===== config.mk =====
export PLATFORM = sky130hd
export DESIGN_NAME = wtc_ctrl
export DESIGN_NICKNAME = d
export VERILOG_FILES = /design/src/wtc_pkg.sv /design/src/wtc_ctrl.sv
export SDC_FILE = /design/constraint.sdc
export NUM_CORES = 1
export LEC_CHECK = 0
export BUFFER_PORTS_ARGS = -buffer_cell sky130_fd_sc_hd__buf_2
export CAP_MARGIN = 20
export CORE_AREA = 4 4 183 185
export DETAILED_ROUTE_END_ITERATION = 6
export DIE_AREA = 0 0 187 189
export HOLD_SLACK_MARGIN = 0.15
export PLACE_DENSITY_LB_ADDON = 0.08
export SLEW_MARGIN = 20
export SYNTH_ARGS = -nofsm -noshare
export SYNTH_HDL_FRONTEND = slang
export SYNTH_SLANG_ARGS = --single-unit

===== constraint.sdc =====
create_clock -name ref_clk_i -period 14.7 [get_ports ref_clk_i]
set_clock_uncertainty 0.05 [all_clocks]
set_input_delay 1.47 -clock ref_clk_i [delete_from_list [all_inputs] [get_ports ref_clk_i]]
set_output_delay 1.47 -clock ref_clk_i [all_outputs]
set_load 0.02 [all_outputs]

===== src/wtc_pkg.sv =====
// wtc_pkg: constants and types of the write-through cache and bus controller
// assumes 32-bit words, 16-byte lines and an external 20-bit tag store
package wtc_pkg;
   localparam int unsigned LINE_BYTES = 16;
   localparam int unsigned LINE_WORDS = 4;
   localparam int unsigned OFFS_W = 4;
   localparam int unsigned TAG_W = 20;
   localparam int unsigned MIN_LINES = 4096;
   localparam int unsigned MAX_LINES = 16384;
   localparam int unsigned CTX_W = 4;
   localparam int unsigned DEV_MASTERS = 4;
   localparam int unsigned TMO_CYC = 255;

   localparam logic [7:0] REG_CTX = 8'h00;
   localparam logic [7:0] REG_SYSEN = 8'h04;
   localparam logic [7:0] REG_STATUS = 8'h08;
   localparam logic [7:0] REG_ERR_CAUSE = 8'h10;
   localparam logic [7:0] REG_ERR_ADDR = 8'h14;
   localparam logic [7:0] REG_ERR_MASTER = 8'h18;
   localparam logic [7:0] REG_ERR_COUNT = 8'h1c;

   localparam int unsigned SYSEN_CACHE = 0;
   localparam int unsigned SYSEN_ARB = 1;
   localparam int unsigned SYSEN_TMO = 2;
   localparam logic [2:0] SYSEN_RST = 3'h6;
   localparam int unsigned CAUSE_TMO = 0;
   localparam int unsigned CAUSE_ERR = 1;
   localparam int unsigned CAUSE_DEV = 2;
   localparam logic [7:0] ERR_CNT_MAX = 8'hff;

   typedef enum logic [2:0]
   {
      S_INIT, S_IDLE, S_LOOK, S_WPUSH, S_BREQ, S_XFER, S_RERUN
   } wtc_state_t;
   typedef enum logic [1:0] {K_FILL, K_SINGLE, K_BYTE} wtc_kind_t;
   typedef struct packed
   {
      logic valid;
      logic [TAG_W-2:0] tag;
   } wtc_tag_t;
   typedef struct packed
   {
      logic as;
      logic byte_sz;
      logic [31:0] addr;
   } wtc_sbm_t;
endpackage


===== src/wtc_ctrl.sv =====
// wtc_ctrl: write-through cache controller with bus arbiter and timeout
// assumes external tag and data stores read within the addressed cycle
// What this block does
// - Cache lines are sixteen bytes and every fill or flush covers a line.
// - Each tag store entry is a twenty-bit word, one per line.
// - Depth is set between 4096 and 16384 lines with matching index width.
// - Each access but a byte-wide read compares the stored tag and a word read miss starts a line fill.
// - A write that hits a line flushes that line so memory and cache agree.
// - Every write goes on to memory whether it hits or not.
// - Writes leave through the external write buffer, not waiting for memory.
// - A reset from the host processor drives the bus reset.
// - The arbiter grants the bus and a master transfers only when granted.
// - A transfer left unacknowledged times out and ends in error.
// - Four byte reads from byte-wide devices are packed into one word.
// - Four error registers record bus faults for software.
// - A copy of the context register follows software writes.
// - A system enable register gates cache, arbitration and timeout.
`timescale 1ns/1ps
module wtc_ctrl
#(
   parameter int unsigned CACHE_LINES = wtc_pkg::MAX_LINES,
   parameter int unsigned NM = wtc_pkg::DEV_MASTERS,
   parameter int unsigned CTXW = wtc_pkg::CTX_W,
   parameter int unsigned TMO = wtc_pkg::TMO_CYC
)
(
   input wire logic ref_clk_i,
   input wire logic rst_i,
   input wire logic wb_cyc_i,
   input wire logic wb_stb_i,
   input wire logic wb_we_i,
   input wire logic [7:0] wb_adr_i,
   input wire logic [3:0] wb_sel_i,
   input wire logic [31:0] wb_dat_i,
   output logic [31:0] wb_dat_o,
   output logic wb_ack_o,
   input wire logic hip_reset_i,
   input wire logic hip_req_i,
   input wire logic hip_we_i,
   input wire logic hip_bytewide_i,
   input wire logic [31:0] hip_addr_i,
   input wire logic [31:0] hip_wdata_i,
   output logic [31:0] hip_rdata_o,
   output logic hip_ack_o,
   output logic hip_err_o,
   output logic [$clog2(CACHE_LINES)-1:0] tag_addr_o,
   output logic tag_we_o,
   output wtc_pkg::wtc_tag_t tag_wdata_o,
   input wire wtc_pkg::wtc_tag_t tag_rdata_i,
   output logic [$clog2(CACHE_LINES)+1:0] cd_addr_o,
   output logic cd_we_o,
   output logic [31:0] cd_wdata_o,
   input wire logic [31:0] cd_rdata_i,
   output logic wbuf_valid_o,
   input wire logic wbuf_ready_i,
   output logic [31:0] wbuf_addr_o,
   output logic [31:0] wbuf_data_o,
   output logic sb_reset_o,
   input wire logic [NM-1:0] sb_br_i,
   output logic [NM-1:0] sb_bg_o,
   input wire logic sb_dev_as_i,
   output wtc_pkg::wtc_sbm_t sbm_o,
   input wire logic [31:0] sb_data_i,
   input wire logic sb_ack_i,
   input wire logic sb_err_i,
   input wire logic sb_rerun_i,
   output logic sb_tmo_o,
   output logic [CTXW-1:0] ctx_o
);
   import wtc_pkg::*;
   localparam int unsigned IDXW = $clog2(CACHE_LINES);

   function automatic logic [IDXW-1:0] idx_of(input logic [31:0] a);
      idx_of = a[OFFS_W +: IDXW];
   endfunction
   function automatic logic [TAG_W-2:0] tag_of(input logic [31:0] a);
      tag_of = (TAG_W-1)'(a >> (OFFS_W + IDXW));
   endfunction
   function automatic logic [NM:0] first_one(input logic [NM:0] v);
      first_one = v & (~v + 1'b1);
   endfunction

   wtc_state_t st_reg, st_next;
   wtc_kind_t kind_reg, kind_next;
   logic [IDXW-1:0] idx_reg, idx_next;
   logic [1:0] cdw_reg, cdw_next, beat_reg, beat_next;
   logic [31:0] addr_reg, addr_next, wdat_reg, wdat_next;
   logic [31:0] baddr_reg, baddr_next, rdata_reg, rdata_next;
   logic [31:0] cdwd_reg, cdwd_next;
   logic we_reg, we_next, byte_reg, byte_next;
   logic ack_reg, ack_next, err_reg, err_next;
   logic tag_we_reg, tag_we_next, cd_we_reg, cd_we_next;
   wtc_tag_t tagwd_reg, tagwd_next;
   logic hit, match, own_req, own_tmo, tmo_hit, fault;

   logic [CTXW-1:0] ctx_reg, ctx_next;
   logic [2:0] sysen_reg, sysen_next, cause_reg, cause_next;
   logic [31:0] eaddr_reg, eaddr_next, dat_reg, dat_next;
   logic [NM:0] emast_reg, emast_next, gnt_reg, gnt_next;
   logic [7:0] ecnt_reg, ecnt_next;
   logic [15:0] tmo_reg, tmo_next;
   logic wack_reg, wack_next, sbrst_reg;

   // writes flush on match even with the cache off, so no stale line survives
   assign match = tag_rdata_i.valid
      && tag_rdata_i.tag == tag_of(addr_reg);
   assign hit = sysen_reg[SYSEN_CACHE] && match;
   assign own_req = st_reg == S_BREQ || st_reg == S_XFER;
   assign own_tmo = tmo_hit && st_reg == S_XFER;
   assign fault = st_reg == S_XFER && !sb_ack_i && (sb_err_i || own_tmo);

   assign tag_addr_o = idx_reg;
   assign tag_we_o = tag_we_reg;
   assign tag_wdata_o = tagwd_reg;
   assign cd_addr_o = {idx_reg, cdw_reg};
   assign cd_we_o = cd_we_reg;
   assign cd_wdata_o = cdwd_reg;
   assign hip_rdata_o = rdata_reg;
   assign hip_ack_o = ack_reg;
   assign hip_err_o = err_reg;
   assign wbuf_valid_o = st_reg == S_WPUSH;
   assign wbuf_addr_o = addr_reg;
   assign wbuf_data_o = wdat_reg;
   assign sbm_o = '{as: st_reg == S_XFER, byte_sz: kind_reg == K_BYTE,
                    addr: baddr_reg};
   assign sb_bg_o = gnt_reg[NM:1];
   assign sb_reset_o = sbrst_reg;
   assign sb_tmo_o = tmo_hit && sb_dev_as_i && st_reg != S_XFER;
   assign ctx_o = ctx_reg;
   assign wb_dat_o = dat_reg;
   assign wb_ack_o = wack_reg;

   always_comb
   begin
      st_next = st_reg;
      kind_next = kind_reg;
      idx_next = idx_reg;
      cdw_next = cdw_reg;
      beat_next = beat_reg;
      addr_next = addr_reg;
      wdat_next = wdat_reg;
      baddr_next = baddr_reg;
      rdata_next = rdata_reg;
      cdwd_next = cdwd_reg;
      we_next = we_reg;
      byte_next = byte_reg;
      tagwd_next = tagwd_reg;
      ack_next = 1'b0;
      err_next = 1'b0;
      tag_we_next = 1'b0;
      cd_we_next = 1'b0;
      case (st_reg)
         S_INIT:
         begin
            // external tags hold garbage at power-up: sweep them invalid
            tag_we_next = 1'b1;
            tagwd_next = '0;
            if (tag_we_reg)
            begin
               if (idx_reg == IDXW'(CACHE_LINES - 1))
               begin
                  tag_we_next = 1'b0;
                  st_next = S_IDLE;
               end
               else
                  idx_next = idx_reg + 1'b1;
            end
         end
         S_IDLE:
         begin
            // hold off while the last answer is still on the port
            if (hip_req_i && !ack_reg && !err_reg)
            begin
               addr_next = hip_addr_i;
               wdat_next = hip_wdata_i;
               we_next = hip_we_i;
               byte_next = hip_bytewide_i;
               idx_next = idx_of(hip_addr_i);
               cdw_next = hip_addr_i[3:2];
               st_next = S_LOOK;
            end
         end
         S_LOOK:
         begin
            beat_next = 2'd0;
            if (we_reg)
            begin
               if (match)
               begin
                  tag_we_next = 1'b1;
                  tagwd_next = '0;
               end
               st_next = S_WPUSH;
            end
            else if (byte_reg)
            begin
               kind_next = K_BYTE;
               baddr_next = addr_reg;
               st_next = S_BREQ;
            end
            else if (hit)
            begin
               rdata_next = cd_rdata_i;
               ack_next = 1'b1;
               st_next = S_IDLE;
            end
            else if (sysen_reg[SYSEN_CACHE])
            begin
               kind_next = K_FILL;
               baddr_next = {addr_reg[31:OFFS_W], 4'h0};
               // drop the old tag first: a fill cut by an error leaves
               // part of the line rewritten
               tag_we_next = 1'b1;
               tagwd_next = '0;
               st_next = S_BREQ;
            end
            else
            begin
               kind_next = K_SINGLE;
               baddr_next = {addr_reg[31:2], 2'b00};
               st_next = S_BREQ;
            end
         end
         S_WPUSH:
         begin
            if (wbuf_ready_i)
            begin
               ack_next = 1'b1;
               st_next = S_IDLE;
            end
         end
         S_BREQ:
         begin
            if (gnt_reg[0])
               st_next = S_XFER;
         end
         S_XFER:
         begin
            if (sb_ack_i)
            begin
               case (kind_reg)
                  K_FILL:
                  begin
                     cd_we_next = 1'b1;
                     cdw_next = beat_reg;
                     cdwd_next = sb_data_i;
                     if (beat_reg == addr_reg[3:2])
                        rdata_next = sb_data_i;
                     if (beat_reg == 2'd3)
                     begin
                        tag_we_next = 1'b1;
                        tagwd_next = '{valid: 1'b1, tag: tag_of(addr_reg)};
                        ack_next = 1'b1;
                        st_next = S_IDLE;
                     end
                  end
                  K_BYTE:
                  begin
                     rdata_next = {rdata_reg[23:0], sb_data_i[7:0]};
                     if (beat_reg == 2'd3)
                     begin
                        ack_next = 1'b1;
                        st_next = S_IDLE;
                     end
                  end
                  default:
                  begin
                     rdata_next = sb_data_i;
                     ack_next = 1'b1;
                     st_next = S_IDLE;
                  end
               endcase
               beat_next = beat_reg + 2'd1;
               baddr_next = baddr_reg + (kind_reg == K_BYTE ? 32'h1 : 32'h4);
            end
            else if (fault)
            begin
               err_next = 1'b1;
               st_next = S_IDLE;
            end
            else if (sb_rerun_i)
               st_next = S_RERUN;
         end
         // drop the request one cycle so the arbiter may regrant
         S_RERUN: st_next = S_BREQ;
         default: st_next = S_INIT;
      endcase
   end

   always_ff @(posedge ref_clk_i or posedge rst_i)
   begin
      if (rst_i)
      begin
         st_reg <= S_INIT;
         kind_reg <= K_FILL;
         idx_reg <= '0;
         cdw_reg <= 2'd0;
         beat_reg <= 2'd0;
         addr_reg <= '0;
         wdat_reg <= '0;
         baddr_reg <= '0;
         rdata_reg <= '0;
         cdwd_reg <= '0;
         we_reg <= 1'b0;
         byte_reg <= 1'b0;
         tagwd_reg <= '0;
         ack_reg <= 1'b0;
         err_reg <= 1'b0;
         tag_we_reg <= 1'b0;
         cd_we_reg <= 1'b0;
      end
      else
      begin
         st_reg <= st_next;
         kind_reg <= kind_next;
         idx_reg <= idx_next;
         cdw_reg <= cdw_next;
         beat_reg <= beat_next;
         addr_reg <= addr_next;
         wdat_reg <= wdat_next;
         baddr_reg <= baddr_next;
         rdata_reg <= rdata_next;
         cdwd_reg <= cdwd_next;
         we_reg <= we_next;
         byte_reg <= byte_next;
         tagwd_reg <= tagwd_next;
         ack_reg <= ack_next;
         err_reg <= err_next;
         tag_we_reg <= tag_we_next;
         cd_we_reg <= cd_we_next;
      end
   end

   assign tmo_hit = sysen_reg[SYSEN_TMO] && (sbm_o.as || sb_dev_as_i)
      && !(sb_ack_i || sb_err_i || sb_rerun_i) && tmo_reg == 16'(TMO - 1);

   always_comb
   begin
      logic acc;
      logic wr;
      logic [NM:0] reqs;
      acc = wb_cyc_i && wb_stb_i && !wack_reg;
      wr = acc && wb_we_i && wb_sel_i[0];
      reqs = {sb_br_i & {NM{sysen_reg[SYSEN_ARB]}}, own_req};
      ctx_next = ctx_reg;
      sysen_next = sysen_reg;
      cause_next = cause_reg;
      eaddr_next = eaddr_reg;
      emast_next = emast_reg;
      ecnt_next = ecnt_reg;
      wack_next = acc;
      dat_next = '0;
      if (acc && !wb_we_i)
      begin
         case (wb_adr_i)
            REG_CTX: dat_next = 32'(ctx_reg);
            REG_SYSEN: dat_next = 32'(sysen_reg);
            REG_STATUS: dat_next = {29'h0, st_reg != S_IDLE, gnt_reg[0],
                                    st_reg == S_INIT};
            REG_ERR_CAUSE: dat_next = 32'(cause_reg);
            REG_ERR_ADDR: dat_next = eaddr_reg;
            REG_ERR_MASTER: dat_next = 32'(emast_reg);
            REG_ERR_COUNT: dat_next = 32'(ecnt_reg);
            default: dat_next = '0;
         endcase
      end
      if (wr && wb_adr_i == REG_CTX)
         ctx_next = wb_dat_i[CTXW-1:0];
      if (wr && wb_adr_i == REG_SYSEN)
         sysen_next = wb_dat_i[2:0];
      if (wr && wb_adr_i == REG_ERR_CAUSE)
         cause_next = cause_reg & ~wb_dat_i[2:0];
      if (wr && wb_adr_i == REG_ERR_COUNT)
         ecnt_next = '0;
      // fault capture after the clears, so a new fault is never lost
      if (fault)
      begin
         cause_next[CAUSE_TMO] = cause_next[CAUSE_TMO] | own_tmo;
         cause_next[CAUSE_ERR] = cause_next[CAUSE_ERR] | sb_err_i;
         eaddr_next = baddr_reg;
         emast_next = gnt_reg;
      end
      if (sb_tmo_o)
      begin
         cause_next[CAUSE_DEV] = 1'b1;
         emast_next = gnt_reg;
      end
      if ((fault || sb_tmo_o) && ecnt_next != ERR_CNT_MAX)
         ecnt_next = ecnt_next + 8'd1;
      // fixed priority, own requests first; a grant stands while held
      gnt_next = gnt_reg;
      if ((gnt_reg & reqs) == '0)
         gnt_next = first_one(reqs);
      tmo_next = '0;
      if (sysen_reg[SYSEN_TMO] && (sbm_o.as || sb_dev_as_i) && !tmo_hit
          && !(sb_ack_i || sb_err_i || sb_rerun_i))
         tmo_next = tmo_reg + 16'd1;
   end

   always_ff @(posedge ref_clk_i or posedge rst_i)
   begin
      if (rst_i)
      begin
         ctx_reg <= '0;
         sysen_reg <= SYSEN_RST;
         cause_reg <= '0;
         eaddr_reg <= '0;
         emast_reg <= '0;
         ecnt_reg <= '0;
         wack_reg <= 1'b0;
         dat_reg <= '0;
         gnt_reg <= '0;
         tmo_reg <= '0;
         sbrst_reg <= 1'b0;
      end
      else
      begin
         ctx_reg <= ctx_next;
         sysen_reg <= sysen_next;
         cause_reg <= cause_next;
         eaddr_reg <= eaddr_next;
         emast_reg <= emast_next;
         ecnt_reg <= ecnt_next;
         wack_reg <= wack_next;
         dat_reg <= dat_next;
         gnt_reg <= gnt_next;
         tmo_reg <= tmo_next;
         sbrst_reg <= hip_reset_i;
      end
   end
endmodule


==> qor_table.md <==
| Result | Reported |
| --- | --- |
| Number of antenna violations at the first check in global routing | 8 |
| M2 GR Usage | 37.4% |
| Total die area | 35300 sq um |
| Maximum achievable frequency | 199 MHz |
| Post-CTS clock slew at the launch and capture registers of the worst setup and hold paths | 0.05 ns |
| Number of warnings reported in the yosys synthesis log | 0 |
| GRT busiest layer | met2 |
| Mean instance size in the synthesized netlist | 9.67 sq um |
| Routability congestion estimate | 0.849 |
| Family of cells with the greatest summed delay on the critical path | buffers and inverters |
| Global Route met1 Usage | 34.2% |
| Clock latency at the later pin of the worst-skew pair | 0.51 ns |
| Cell count of the worst reg-to-reg path | 9 |
| Most common cell type on the critical path | sky130_fd_sc_hd__buf_4 |
| CP max FO | 65 |
| Global route overflow | 0 |
| Remaining routing DRC violations | 0 |
| Worst VDD drop | 0.124 mV |
| Detailed-router iteration count before antenna repair | 5 |
| Layout-stage area growth over the synthesis result | 23.6% |
| Initial DRC Count | 692 |
| Total routing usage reported by global routing | 24.1% |
| Max H-tree Level | 2 |
| Number of enable-type register cells in the synthesized netlist | 0 |
| Instance count along the most critical hold path | 2 |
| Inserted Clock Buffers | 37 |
| Main flop type after synthesis | sky130_fd_sc_hd__dfrtp_1 |
| Worst-case register-to-register setup slack | 10.58 ns |
| Crit path buf inv count | 4 |
| Post-CTS resize count | 0 |
| Final nets | 2128 |
| Data required time of the critical path | 13.18 ns |
| Class of the most critical hold timing path | register to register |
| Crit path time final | 5.01 ns |
| Number of max-slew violations in the final report | 0 |
| Netlist cell types | 87 |
| # IOs | 470 |
| Worst slack at placement | 9.63 ns |
| Area of the core region | 32000 sq um |
| DIE HEIGHT | 189 um |
| Async set-reset flop share out of synthesis | 100% |
| Global-route wire length before repair | 69.0 mm |
| CP Data Arrival Time | 3.49 ns |
| Width of the die | 187 um |
| Maximum number of pins on one net before global-route repair | 124 |
| Static Leakage | 0.00913 uW |
| Post-cts hold buffer count | 0 |
| Sequential cell area fraction in the yosys report | 53.2% |
| Power per cell area | 218 nW/um^2 |
| Most frequent cells in the layout | 433 x sky130_fd_sc_hd__buf_2, 399 x sky130_fd_sc_hd__nand2_1, 312 x sky130_fd_sc_hd__dfrtp_1 |
| Slowest cell on the critical path | sky130_fd_sc_hd__dfrtp_1 |
| Cell chosen for the clock root | sky130_fd_sc_hd__clkbuf_16 |
| CP startpoint kind | register |
| Stage delay of the slowest cell on the critical path | 0.66 ns |
| R2R Path End | hip_rdata_o[18]$_DFFE_PP0P_ |
| Number of nets still failing antenna checks after routing | 0 |
| Number of placement rows | 66 |
| Number of post-CTS setup repair buffers | 0 |
| Final setup fails | 0 |
| Number of buffers on the longest clock path | 3 |
| Cell area after synthesis | 14800 sq um |
| Slew of the pin with the lowest slew margin | 1.02 ns |
| Final critical-path share of the clock period | 34.1% |
| Met3 Track Usage GR | 5.31% |
| Leading cell type in the layout, fill and taps excluded | sky130_fd_sc_hd__buf_2 |
| Worst Hold Endpoint | cd_wdata_o[13]$_DFFE_PP0P_ |
| Number of hold-slack violations in the final timing report | 0 |
| Post-Route Setup TNS | 0 ns |
| Crit-path cells | and2b_2 -> nand2_2 -> buf_4 -> clkinv_2 -> buf_4 -> o21a_1 -> nand3_1 -> nor4bb_1 -> buf_2 |
| Crit path capture type | primary output |
| Total number of clock tree sinks | 314 |
| Port Buf Inserts | 433 |
| Initial Util | 46.1% |
| Critical path type | register to primary output |
| Detailed Route WL | 44.0 mm |
| Run status | completed |
| Fraction of final layout cells sized beyond drive strength 1 | 30.7% |
| Startpoint of the lowest-slack hold path | cd_wdata_o[13]$_DFFE_PP0P_ |
| TritonCTS clock tree | yes |
| Post-DR vias/cell | 5.37 |
| Instance count of the mapped netlist | 1527 |
| Routed wire per std cell | 18.8 um |
| Yosys reg bits | 314 |
| Start of the worst register-to-register path | st_reg[0]$_DFFE_PP0P_ |
| Setup ws final | 9.69 ns |
| Max Cap Violations | 0 |
| Detail Placement HPWL | 31.6 mm |
| RSZ-0062 raised after global routing | false |
| Max_slew headroom | 31.4% |
| Via count of the first global-routing pass | 12272 |
| Via Count | 12595 |
-- synth_stat cells (4+ instances only) --
master	count	area (sq um)
sky130_fd_sc_hd__a22oi_1	6	45.0
sky130_fd_sc_hd__and4_1	6	52.6
sky130_fd_sc_hd__buf_2	10	50.1
sky130_fd_sc_hd__or3_1	11	68.8
sky130_fd_sc_hd__xor2_1	8	70.1
sky130_fd_sc_hd__a21oi_1	98	490
sky130_fd_sc_hd__nor2b_1	11	68.8
sky130_fd_sc_hd__o22ai_1	15	93.8
sky130_fd_sc_hd__nand3b_1	4	30.0
sky130_fd_sc_hd__o21ai_0	52	260
sky130_fd_sc_hd__nand2_1	400	1500
sky130_fd_sc_hd__and3_1	14	87.6
sky130_fd_sc_hd__xnor2_1	23	201
sky130_fd_sc_hd__buf_1	11	41.3
sky130_fd_sc_hd__buf_6	4	45.0
sky130_fd_sc_hd__buf_4	25	188
sky130_fd_sc_hd__a31oi_1	27	169
sky130_fd_sc_hd__mux2_2	61	687
sky130_fd_sc_hd__nand4_1	13	81.3
sky130_fd_sc_hd__nand2b_1	9	56.3
sky130_fd_sc_hd__or4_1	5	37.5
sky130_fd_sc_hd__nor3_1	10	50.1
sky130_fd_sc_hd__nor2_1	86	323
sky130_fd_sc_hd__inv_1	17	63.8
sky130_fd_sc_hd__clkbuf_1	55	206
sky130_fd_sc_hd__a22o_1	16	140
sky130_fd_sc_hd__nand3_1	35	175
sky130_fd_sc_hd__mux2_1	4	45.0
sky130_fd_sc_hd__dfrtp_1	312	7810
sky130_fd_sc_hd__a21o_1	4	30.0
sky130_fd_sc_hd__mux2i_1	42	420
sky130_fd_sc_hd__nor4_1	5	31.3
sky130_fd_sc_hd__a2bb2oi_1	5	43.8
sky130_fd_sc_hd__and2_1	29	181
sky130_fd_sc_hd__ha_1	8	100
-- cells by family (layout without fill, tap and decap cells) --
group,after synthesis,in the layout,share of synthesized area [%]
AO/OA/AOI/OAI,273,273,11.7
XOR/XNOR,31,31,1.84
adder cells (fa/ha/maj),8,8,0.678
buffers and inverters,125,525,4.13
flip-flops,314,314,53.2
multiplexers,107,107,7.80
other,1,12,0.0254
AND/OR/NAND/NOR,668,668,20.6
-- layer usage --
metal  wire length [um]  vias to the layer above  part of all wire (%)
li1                   -                     6027                     -
met1              19600                     6059                    44
met2              20200                      444                    46
met3               3120                       61                   7.1
met4               1070                        4                   2.4
met5                 21                        -                 0.048
-- worst min-delay path: cells and delay by family (launching register included) --
family,cells,cell delay [ns]
and+or+nand+nor,2,0.10
DFF,1,0.33
-- through the flow --
step | utilization [%] | std cells | power, uW | instance area, sq um | hold WS, ns
floorplan | - | 1531 | 2510 | 14800 | 0.390
global placement | 53.3 | 2279 | 3070 | 17100 | 0.403
detailed placement | 53.3 | 2279 | 3100 | 17100 | 0.407
CTS | 56.9 | 2339 | 4000 | 18200 | 0.421
global route | 57.0 | 2345 | 4230 | 18200 | 0.437
finish | 57.0 | 2346 | 3970 | 18300 | 0.414
-- cell type report --
class / instances / area (sq um)
Inverter: 19 / 82.6
Tap cell: 408 / 510
Fill cell: 2965 / 13800
Sequential cell: 314 / 7860
Multi-Input combinational cell: 1092 / 6350
Clock buffer: 57 / 1090
Clock inverter: 3 / 68.8
Antenna cell: 7 / 17.5
Timing Repair Buffer: 446 / 2260
-- worst max-delay path by stage --
stage                                startpoint                        to  slack [ns]  cells past startpoint
final                     st_reg[0]$_DFFE_PP0P_                  sb_tmo_o        9.69                      9
after global routing      st_reg[0]$_DFFE_PP0P_                  sb_tmo_o        9.44                      9
after CTS                 st_reg[0]$_DFFE_PP0P_                  sb_tmo_o        9.69                      9
after detailed placement            wb_adr_i[0]     ecnt_reg[4]$_DFF_PP0_        9.63                     12
after global placement              wb_adr_i[0]     ecnt_reg[4]$_DFF_PP0_        9.66                     12
after floorplan                           rst_i  baddr_reg[0]$_DFFE_PP0P_        4.50                      1
-- where the power goes --
| group | internal (uW) | switching [uW] |
|---|---|---|
| registers | 1170 | 338 |
| logic | 576 | 1000 |
| clock network | 543 | 341 |
No activity file was read; power rests on OpenSTA's default activity.
